`src/hdl/ufl_regs.svh`:
```
`ifndef UFL_REGS_SVH
`define UFL_REGS_SVH

// Register addresses on the plain register port
`define UFL_ADDR_W        3
`define UFL_ADR_FIFO_CTL  3'h2
`define UFL_ADR_INT_ID    3'h2
`define UFL_ADR_LINE_FMT  3'h3
`define UFL_ADR_SRC_SET   3'h4
`define UFL_ADR_EFR       3'h5
`define UFL_ADR_STATUS    3'h6

// fifo_control bit positions
`define UFL_FC_EN         0
`define UFL_FC_RX_RST     1
`define UFL_FC_TX_RST     2
`define UFL_FC_DMA        3
`define UFL_FC_TRIG_HI    7
`define UFL_FC_TRIG_LO    6

// line_format_control bit positions and reset value
`define UFL_LF_RST        8'h00
`define UFL_LF_DLAB       7
`define UFL_LF_BREAK      6
`define UFL_LF_STICK      5
`define UFL_LF_EVEN       4
`define UFL_LF_PAR_EN     3
`define UFL_LF_STOP       2

// Enhanced feature enable bit
`define UFL_EF_ENH        4

// Trigger levels in characters
`define UFL_TRIG_00       5'h01
`define UFL_TRIG_01       5'h04
`define UFL_TRIG_10       5'h08
`define UFL_TRIG_11       5'h0e

// Identification codes, bits 5..0
`define UFL_ID_LINE       6'h06
`define UFL_ID_RXDATA     6'h04
`define UFL_ID_TIMEOUT    6'h0c
`define UFL_ID_THR        6'h02
`define UFL_ID_MODEM      6'h00
`define UFL_ID_XOFF       6'h10
`define UFL_ID_FLOW       6'h20
`define UFL_ID_NONE       6'h01

// Receive FIFO geometry
`define UFL_DEPTH         16
`define UFL_PTR_W         4
`define UFL_CNT_W         5

`endif

```
`src/hdl/ufl_pkg.sv`:
```
package ufl_pkg;

    // Priority sources of the interrupt identification
    typedef struct packed {
        logic line_err;
        logic rx_data;
        logic rx_timeout;
        logic thr_empty;
        logic modem;
        logic xoff;
        logic flow;
    } ufl_src_s;

    // Character format handed to transmitter and receiver
    typedef struct packed {
        logic [3:0] data_bits;
        logic       parity_en;
        logic       parity_even;
        logic       parity_forced;
        logic       parity_value;
        logic [1:0] stop_halves;
        logic       brk;
    } ufl_fmt_s;

endpackage

```
`src/hdl/ufl_ctrl.sv`:
```
// Implementation choices: the register offsets and the address-and-strobe port.
`timescale 1ns/1ns
`include "ufl_regs.svh"
// Contract
// - Receive FIFO reset empties FIFO and count, then self-clears.
// - Enable bit one enables both FIFOs, zero disables; resets zero.
// - Other FIFO control bits are ignored unless the same write sets enable.
// - Trigger field bits 7..6 select 1, 4, 8 or 14 characters.
// - Identification read returns highest-priority pending source.
// - Lower sources hidden while higher pending; re-read reveals the next.
// - Codes 000110 line error, 000100 data ready, 001100 timeout.
// - Codes 000010 holding register empty, 000000 modem change.
// - Codes 010000 Xoff or special character, 100000 CTS/RTS change.
// - Bits 5 and 4 reported only with enhanced enable bit 4 set.
// - Xoff bit stays one until matching Xon characters are received.
// - Bits 7..6 read one with FIFOs enabled, zero otherwise.
// - Bit 0 reads zero when any interrupt pending, one otherwise.
// - Line bit 7 redirects accesses to divisor and enhanced registers.
// - Line bit 6 holds the serial output low until cleared.
// - Line bits 1..0 set character length; reset zero.
// - Line bit 2 selects stop length with word length; reset zero.
// - Bit 3 enables parity, bit 4 even, bit 5 forces parity.
// - Stop bit one gives 1.5 stops for 5 bits, else 2.
// - Length codes select 5, 6, 7 or 8 data bits.

module ufl_ctrl
    import ufl_pkg::*;
(
    // Clock and reset
    input  wire logic                    clk,
    input  wire logic                    rst,
    // Register port
    input  wire logic [`UFL_ADDR_W-1:0]  addr,
    input  wire logic [7:0]              wdata,
    input  wire logic                    wr,
    input  wire logic                    rd,
    output logic      [7:0]              rdata,
    // Receive side character stream
    input  wire logic                    rx_valid,
    input  wire logic [7:0]              rx_char,
    input  wire logic                    rx_pop,
    output logic      [7:0]              rx_head,
    output logic                         rx_empty,
    output logic                         rx_full,
    output logic                         rx_trig,
    // Interrupt source levels from the channel
    input  wire logic                    line_err,
    input  wire logic                    rx_timeout,
    input  wire logic                    thr_empty,
    input  wire logic                    modem_chg,
    input  wire logic                    flow_chg,
    input  wire logic                    xoff_seen,
    input  wire logic                    xon_seen,
    // Serial output and format
    input  wire logic                    tx_bit,
    output logic                         tx_line,
    output ufl_fmt_s                     fmt,
    output logic                         fifo_en,
    output logic                         tx_fifo_rst,
    output logic                         dlab,
    output logic                         irq
);

    // ----------------------------------------------------------------
    // Register state
    // ----------------------------------------------------------------
    logic [7:0] fc_q;
    logic [7:0] lf_q;
    logic [7:0] efr_q;
    logic       xoff_q;
    logic       rx_rst_q;
    logic       tx_rst_q;
    logic [7:0] mem_q [`UFL_DEPTH];
    logic [`UFL_PTR_W-1:0] wp_q;
    logic [`UFL_PTR_W-1:0] rp_q;
    logic [`UFL_CNT_W-1:0] cnt_q;

    // Access decode; line bit 7 moves offset 5 onto the enhanced register
    wire wr_fc  = wr && addr == `UFL_ADR_FIFO_CTL && !lf_q[`UFL_LF_DLAB];
    wire wr_lf  = wr && addr == `UFL_ADR_LINE_FMT;
    wire wr_efr = wr && addr == `UFL_ADR_EFR && lf_q[`UFL_LF_DLAB];
    wire fc_ok  = wdata[`UFL_FC_EN];

    // ----------------------------------------------------------------
    // FIFO control
    // ----------------------------------------------------------------
    // A write with enable clear only turns the FIFOs off; other fields
    // keep their previous settings.
    always_ff @(posedge clk or posedge rst)
    begin
        if (rst)
        begin
            fc_q     <= 8'h00;
            rx_rst_q <= 1'b0;
            tx_rst_q <= 1'b0;
        end
        else
        begin
            rx_rst_q <= wr_fc && fc_ok && wdata[`UFL_FC_RX_RST];
            tx_rst_q <= wr_fc && fc_ok && wdata[`UFL_FC_TX_RST];
            if (wr_fc && fc_ok)
                fc_q <= {wdata[7:3], 2'b00, 1'b1};
            else if (wr_fc)
                fc_q[`UFL_FC_EN] <= 1'b0;
        end
    end

    assign fifo_en     = fc_q[`UFL_FC_EN];
    assign tx_fifo_rst = tx_rst_q;

    // ----------------------------------------------------------------
    // Line format and enhanced feature registers
    // ----------------------------------------------------------------
    always_ff @(posedge clk or posedge rst)
    begin
        if (rst)
        begin
            lf_q  <= `UFL_LF_RST;
            efr_q <= 8'h00;
        end
        else
        begin
            if (wr_lf)
                lf_q <= wdata;
            if (wr_efr)
                efr_q <= wdata;
        end
    end

    assign dlab = lf_q[`UFL_LF_DLAB];

    // Format decode for transmitter and receiver
    wire [3:0] len_bits = {2'b00, lf_q[1:0]} + 4'h5;
    wire       five     = lf_q[1:0] == 2'b00;
    assign fmt.data_bits     = len_bits;
    assign fmt.parity_en     = lf_q[`UFL_LF_PAR_EN];
    assign fmt.parity_even   = lf_q[`UFL_LF_EVEN];
    assign fmt.parity_forced = lf_q[`UFL_LF_STICK];
    assign fmt.parity_value  = !lf_q[`UFL_LF_EVEN]; // Forced 1 when bit 4 low
    // Stop length in half bit times: 2 or 3; two stop bits encode as 0
    assign fmt.stop_halves   = !lf_q[`UFL_LF_STOP] ? 2'h2 :
                               five ? 2'h3 : 2'h0;
    assign fmt.brk           = lf_q[`UFL_LF_BREAK];

    // Break overrides the serial bit for as long as the bit stays set
    assign tx_line = tx_bit && !lf_q[`UFL_LF_BREAK];

    // ----------------------------------------------------------------
    // Receive FIFO
    // ----------------------------------------------------------------
    // Without FIFO mode the store acts as a one-character holding register.
    wire [`UFL_CNT_W-1:0] cap = fifo_en ? 5'h10 : 5'h01;
    wire do_push = rx_valid && cnt_q < cap;
    wire do_pop  = rx_pop && cnt_q != 5'h00;

    always_ff @(posedge clk or posedge rst)
    begin
        if (rst)
        begin
            wp_q  <= 4'h0;
            rp_q  <= 4'h0;
            cnt_q <= 5'h00;
        end
        else if (rx_rst_q)
        begin
            // Pointers and count only; the mem_q storage array keeps its contents
            wp_q  <= 4'h0;
            rp_q  <= 4'h0;
            cnt_q <= 5'h00;
        end
        else
        begin
            if (do_push)
                wp_q <= wp_q + 4'h1;
            if (do_pop)
                rp_q <= rp_q + 4'h1;
            cnt_q <= cnt_q + {4'h0, do_push} - {4'h0, do_pop};
        end
    end

    // Storage needs no reset; pointers define what is valid
    always_ff @(posedge clk)
    begin
        if (do_push)
            mem_q[wp_q] <= rx_char;
    end

    assign rx_head  = mem_q[rp_q];
    assign rx_empty = cnt_q == 5'h00;
    assign rx_full  = cnt_q == cap;

    // Threshold from the trigger field
    logic [`UFL_CNT_W-1:0] trig_lvl;
    always_comb
    begin
        case (fc_q[`UFL_FC_TRIG_HI:`UFL_FC_TRIG_LO])
            2'b00:   trig_lvl = `UFL_TRIG_00;
            2'b01:   trig_lvl = `UFL_TRIG_01;
            2'b10:   trig_lvl = `UFL_TRIG_10;
            default: trig_lvl = `UFL_TRIG_11;
        endcase
    end
    assign rx_trig = fifo_en ? cnt_q >= trig_lvl : !rx_empty;

    // ----------------------------------------------------------------
    // Xoff latch and interrupt identification
    // ----------------------------------------------------------------
    // Xoff wins over an Xon in the same cycle so the event is not lost
    always_ff @(posedge clk or posedge rst)
    begin
        if (rst)
            xoff_q <= 1'b0;
        else if (xoff_seen)
            xoff_q <= 1'b1;
        else if (xon_seen)
            xoff_q <= 1'b0;
    end

    wire enh = efr_q[`UFL_EF_ENH];
    ufl_src_s src;
    assign src.line_err   = line_err;
    assign src.rx_data    = rx_trig;
    assign src.rx_timeout = rx_timeout && fifo_en;
    assign src.thr_empty  = thr_empty;
    assign src.modem      = modem_chg;
    assign src.xoff       = xoff_q && enh;
    assign src.flow       = flow_chg && enh;

    // Priority encoder: the first hit masks all below it
    logic [5:0] id_code;
    always_comb
    begin
        if (src.line_err)        id_code = `UFL_ID_LINE;
        else if (src.rx_timeout) id_code = `UFL_ID_TIMEOUT;
        else if (src.rx_data)    id_code = `UFL_ID_RXDATA;
        else if (src.thr_empty)  id_code = `UFL_ID_THR;
        else if (src.modem)      id_code = `UFL_ID_MODEM;
        else if (src.xoff)       id_code = `UFL_ID_XOFF;
        else if (src.flow)       id_code = `UFL_ID_FLOW;
        else                     id_code = `UFL_ID_NONE;
    end
    // Live encoding: once a source is serviced the next one shows

    wire [7:0] id_val = {{2{fifo_en}}, id_code};
    assign irq = !id_code[0];

    // ----------------------------------------------------------------
    // Read data, one cycle after the strobe
    // ----------------------------------------------------------------
    wire [7:0] status = {3'h0, xoff_q, rx_full, rx_empty, dlab, fifo_en};
    wire [7:0] rd_mux = addr == `UFL_ADR_INT_ID && !dlab ? id_val :
                        addr == `UFL_ADR_LINE_FMT       ? lf_q   :
                        addr == `UFL_ADR_EFR && dlab    ? efr_q  :
                        addr == `UFL_ADR_STATUS         ? status :
                        8'h00;

    always_ff @(posedge clk or posedge rst)
    begin
        if (rst)
            rdata <= 8'h00;
        else if (rd)
            rdata <= rd_mux;
        else
            rdata <= 8'h00;
    end

endmodule // ufl_ctrl

```
`config.mk`:
```
export PLATFORM = sky130hd
export DESIGN_NAME = ufl_ctrl
export DESIGN_NICKNAME = d
export VERILOG_FILES = /design/src/hdl/ufl_pkg.sv /design/src/hdl/ufl_ctrl.sv
export VERILOG_INCLUDE_DIRS = /design/src /design/src/hdl
export SDC_FILE = /design/constraint.sdc
export NUM_CORES = 1
export LEC_CHECK = 0
export ABC_CLOCK_PERIOD_IN_PS = 3900
export BUFFER_PORTS_ARGS = -buffer_cell sky130_fd_sc_hd__buf_2
export CORE_ASPECT_RATIO = 0.7
export CORE_MARGIN = 2
export CORE_UTILIZATION = 59
export DETAILED_ROUTE_END_ITERATION = 10
export GPL_ROUTABILITY_DRIVEN = 0
export PLACE_DENSITY_LB_ADDON = 0.12
export SLEW_MARGIN = 10
export SYNTH_ARGS = -nofsm -noshare
export SYNTH_HDL_FRONTEND = slang
export SYNTH_SLANG_ARGS = --single-unit
```
`constraint.sdc`:
```
create_clock -name clk -period 3.9 [get_ports clk]
set_clock_uncertainty 0.2 [all_clocks]
set_input_delay 0.195 -clock clk [delete_from_list [all_inputs] [get_ports clk]]
set_output_delay 0.195 -clock clk [all_outputs]
set_load 0.1 [all_outputs]
```
======== Yosys cells after proc, flatten, opt, wreduce, memory -nomap -nowiden ========
Memory sizes are Yosys's and may differ from the RTL's.
Index checks and enable logic that the tools add are counted.
cells by class
  add/subtract/negate cells ............... 5
  order comparisons ....................... 2
  eq/ne operators ......................... 7
  multiplexer cells ....................... 28
  reductions and logical operators ........ 29
operators with widths
  kind                 count
  $mux 6               7
  $mux 8               4
  $logic_and 1x1->1    16
  $mux 4               4
  $mux 5               3
  $pmux 4 s3           1
  $add 4x1->4 const B  2
  $reduce_bool 2->1    4
  $mux 1               7
  $eq 3x2->1 const B   2
  $eq 3x3->1 const B   2
  $add 5x1->5          1
  $eq 5x5->1           1
  $ge 5x5->1           1
  $logic_not 1->1      5
  $logic_not 5->1      1
  $lt 5x5->1           1
  $reduce_bool 5->1    1
  $sub 5x1->5          1
  $add 2x3->4 const B  1
  $logic_not 2->1      2
  $mux 2               2
  $eq 2x1->1 const B   1
  $eq 2x2->1 const B   1
word-level totals
  bits in registers ....................... 46
  RAM bits ................................ 128
  word-level logic and storage cells ...... 83
  memories ................................ 1
memory list
  name   words  bits a word  read ports  clocked after Yosys merged registers in  wr ports  line            text
  mem_q  16     8            1           0                                        1         ufl_ctrl.sv:73  logic [7:0] mem_q [`UFL_DEPTH];

======== Depth between registers and ports, before layout ========
  depth after elaboration ................. 10
  depth in mapped cells ................... 15
  gate-level depth less buffers ........... 14

======== Least setup slack after synthesis ========
OpenSTA, ideal clock, no wires.
  path type ............................... reg2reg
  start point ............................. register fc_q[0]
  end point ............................... register cnt_q[4]
  setup time .............................. 0.132 ns
  arrival time ............................ 3.252 ns
  data required time ...................... 3.568 ns
  slack ................................... 0.316 ns
  stages on the path, launching flop included .. 14
  path buffers ............................ 0
  cells stage by stage .................... dfrtp_1 inv_1 ha_1 o21ai_0 nand2_1 ha_1 inv_1 ha_1 inv_1 fa_1 o21bai_1 a21oi_1 xnor2_1 nor2_1
between the ends
  word-level cells in the longest chain between the ends .. 6
ends and longest elaborated chain
  what                      line             text
  start: declaration        ufl_ctrl.sv:67   logic [7:0] fc_q;
  start signal: assignment  ufl_ctrl.sv:102  fc_q <= {wdata[7:3], 2'b00, 1'b1};
  $mux 5                    ufl_ctrl.sv:152  wire [`UFL_CNT_W-1:0] cap = fifo_en ? 5'h10 : 5'h01;
  $lt 5x5->1                ufl_ctrl.sv:153  wire do_push = rx_valid && cnt_q < cap;
  $logic_and 1x1->1         ufl_ctrl.sv:153
  $add 5x1->5               ufl_ctrl.sv:177  cnt_q <= cnt_q + {4'h0, do_push} - {4'h0, do_pop};
  $sub 5x1->5               ufl_ctrl.sv:177
  $mux 5                    ufl_ctrl.sv:164  else if (rx_rst_q)
  end signal: assignment    ufl_ctrl.sv:177
  end: declaration          ufl_ctrl.sv:76   logic [`UFL_CNT_W-1:0] cnt_q;
No other way between the ends.
A chain may end at the register's enable or synchronous reset.

======== Worst setup path in the final report ========
  start point ............................. register cnt_q[2]
  end point ............................... register cnt_q[4]
between the ends
  word-level cells in the longest chain between the ends .. 5
ends and longest elaborated chain
  what               line
  $lt 5x5->1         ufl_ctrl.sv:153
  $logic_and 1x1->1  ufl_ctrl.sv:153
  $add 5x1->5        ufl_ctrl.sv:177
  $sub 5x1->5 (*)    ufl_ctrl.sv:177
  $mux 5 (*)         ufl_ctrl.sv:164
Mark *: on every way between the ends. The rest lies on a longest branch, timed or not.

==> impl_results.md <==
* Mapped Area at 7540 um^2
* P per Cell Area at 731 nW/um^2
* Mean Syn Cell Area at 16.6 um^2
* Multiplexer share of the synthesized area at 15.8%
* Cts hold-fix bufs at 30
* Post-CTS Resized at 0
* Peak VDD IR at 0.622 mV
* Internal Power at 3.89 mW
* Seq pwr share at 35.9%
* Clk buf depth at 2
* Share of post-route cells with drive strength above 1 at 27.2%
* CP arrival at 3.48 ns
* Top post-synthesis cells by area: edfxtp_1 (51%), dfrtp_1 (14%), mux4_1 (10%)
* Nature of the critical path endpoint: flop
* Die ar. at 13700 um^2
* Tot GR Track Use at 25.0%
* Main combinational cell family by area after synthesis: multiplexers
* Combinational fraction of design power at 38.7%
* Startpoint Class: flop
* P_sw at 2.71 mW
* Initial Utilization at 60.5%
* Setup tns final at 0 ns
* Netlist cell types at 49
* Worst-case headroom to the max-slew limit at 45.1%
* Die Ht at 98.6 um
* Detail Route Antenna Nets at 0
* YS warnings at 0
* First-pass DRT Iterations at 5
* # port buffers at 67
* Largest net degree at the start of global routing at 44
* Critical path, cell by cell: inv_1, ha_1, or4b_1, nand2_1, inv_1, ha_1, inv_1, ha_1, inv_1, fa_1, o21bai_1, a21oi_1, xnor2_1, nor2_1
* Worst EP required at 4.00 ns
* P&R area growth vs syn at 19.8%
* CP Max Fanout at 7
* Clk slew on worst S/H paths at 0.07 ns
* Hold Fails Final Rpt at 0
* MaxCap Viol Count at 0
* Initial antenna violation count at 0
* Number of global-route vias before repair at 4517
* GRT overflow at 0
* Final setup vio count at 0
* Final Power at 6.60 mW
* Area leader, netlist: edfxtp_1
* Fmax at 0.296 GHz
* Die Wd at 139 um
* Clock share of power at 25.4%
* Switching Share at 41.0%
* RSZ-0062 raised after global routing: no
* Final wirelength at 16100 um
* Worst-Skew Late Latency at 0.43 ns
* Outcome: finished, final reports clean
* Dominant synthesized flop cell: edfxtp_1
* Ant diodes at 0
* Mapped Cells at 455
* Via count at 4527
* I/O pin cnt at 68
* CTS tree: yes
* Fin crit share at 86.6%
* EDFF count, synth at 128
* CTS Buf Count at 17
* FF+latch count, synth at 171
* Final HPWL DP at 10500 um
* Clk sink count at 171
* Via density at 6.10
* CP max stage delay at 0.60 ns
* DR iter-0 viols at 336
* CTS H-Tree Depth at 4
* HP Class: in -> reg
* Synth top area share at 51.0%
* Cell Rows at 34
* Syn Nets at 510
* DR WL/cell at 21.7 um
* CP max stage cell: or4b_1
* Ys async rst share at 25.1%
* DR DRC count at 0
* Compound-gate portion of the synthesized area at 4.12%
* Post-CTS setup buffers at 0
* Nets@finish at 622
* Root Driver: clkbuf_16
* Fraction of the mapped netlist area in simple logic gates at 6.82%
* XOR/XNOR Fraction of Synth Area at 0.813%
* Post-synthesis sequential area ratio at 65.3%
* Core ar. at 12500 um^2
* Post-Synth Adder-Cell Area at 3.75%
* Slew @ Worst Pin at 0.817 ns
* Max-slew violation count at 0
* Crit-path most repeated cell: inv_1
* First-pass GRT wire length at 25400 um
* Leakage power at 3.52 nW
* Tmin final at 3.38 ns
* Crit Path Class: reg -> reg
[cells in the mapped netlist (8+ instances only)]
cell type	number
ha_1	21
edfxtp_1	128
mux2_2	16
nand2b_1	8
dfrtp_1	43
nor4_1	9
nor3_1	10
nor2_1	14
o21ai_0	10
clkbuf_1	13
mux4_1	30
inv_1	31
nand3_1	11
a21oi_1	19
mux4_2	10
nand2_1	18
[area by class of cell]
class / instances / area, um^2
Fill cell: 769 / 3430
Inverter: 31 / 116
Clock buffer: 17 / 425
Tap cell: 162 / 203
Multi-Input combinational cell: 229 / 2410
Sequential cell: 171 / 4920
Timing Repair Buffer: 117 / 786
Clock inverter: 15 / 168
[state kept, by name, indices dropped and copies added (netlist names), 3 cells and up]
register and cells:
cnt_q 5, lf_q 8, efr_q 8, mem_q 128, rp_q 4, fc_q 3
rdata 8, wp_q 4
[per-stage QoR]
stage,cell area (um^2),worst slack (ns),std cells,hold WS (ns),utilization (%)
2_1_floorplan,7540,0.316,455,0.0873,-
3_3_place_gp,8140,0.686,680,0.154,65.3
3_5_place_dp,8140,0.610,680,0.167,65.3
4_1_cts,9030,0.519,742,0.0165,72.4
5_1_grt,9030,0.219,742,0.0540,72.4
6_report,9030,0.524,742,0.0390,72.4
[cells by family (layout without fill, tap and decap cells)]
logic type,count (synthesis),after routing
muxes,56,56
buffers and inverters,55,180
xor gates and xnor gates,7,7
and+or+nand+nor,94,94
DFF,171,171
AOI/OAI and AO/OA,50,50
adders and majority gates,22,22
[worst max-delay path: cells and delay by family, from the launching register on]
| family | cells | cell delay (ns) |
|---|---|---|
| flip-flops | 1 | 0.40 |
| adder cells (fa/ha/maj) | 4 | 1.05 |
| buffers and inverters | 4 | 0.33 |
| AO/OA/AOI/OAI | 2 | 0.26 |
| AND/OR/NAND/NOR | 3 | 0.85 |
| XOR/XNOR | 1 | 0.16 |
[power by group through the flow]
stage	clock network [mW]	logic (mW)	registers (mW)
2_1_floorplan	0	2.13	2.34
3_3_place_gp	0	2.48	2.39
3_5_place_dp	0	2.52	2.41
4_1_cts	1.71	2.57	2.37
5_1_grt	1.78	2.72	2.40
6_report	1.68	2.55	2.37
[routing by layer]
metal  global-route usage [%]  vias to the layer above  wire, um
li1                         -                     2011         -
met1                     37.9                     2309      7420
met2                     37.7                      192      7350
met3                     5.93                       15      1250
met4                     6.14                        0       117
met5                        0                        -         0
[cells in the final DEF (no fill, tap or decap), drive strengths merged, types with 3 or more instances in the layout]
cell           n
o21ai         10
clkinv         5
xnor2          3
mux4          40
nand2b         8
clkbuf        17
inv           39
nand2         18
nor3          10
mux2          16
buf           87
nand3         11
a21oi         19
and3           4
edfxtp       128
xor2           4
dlygate4sd3   30
ha            21
nor2b          6
nand4b         4
nor2          15
dfrtp         43
a311oi         3
nor4           9
[path summary, 6_finish.rpt]
kind / endpoint / slack (ns) / depth (start not counted) / startpoint
worst min register to register: efr_q[1]$_DFFE_PP0P_ / 0.31 / 1 / efr_q[1]$_DFFE_PP0P_
min in group asynchronous: fc_q[6]$_DFFE_PP0P_ / 0.23 / 4 / rst
worst min-delay path: wp_q[1]$_DFFE_PP0P_ / 0.04 / 4 / rx_valid
worst max-delay path: cnt_q[4]$_DFF_PP0_ / 0.52 / 14 / cnt_q[2]$_DFF_PP0_
max in group asynchronous: rp_q[3]$_DFFE_PP0P_ / 2.87 / 4 / rst
worst max register to register: cnt_q[4]$_DFF_PP0_ / 0.52 / 14 / cnt_q[2]$_DFF_PP0_
Note: power is estimated with default switching activity, not from simulation.
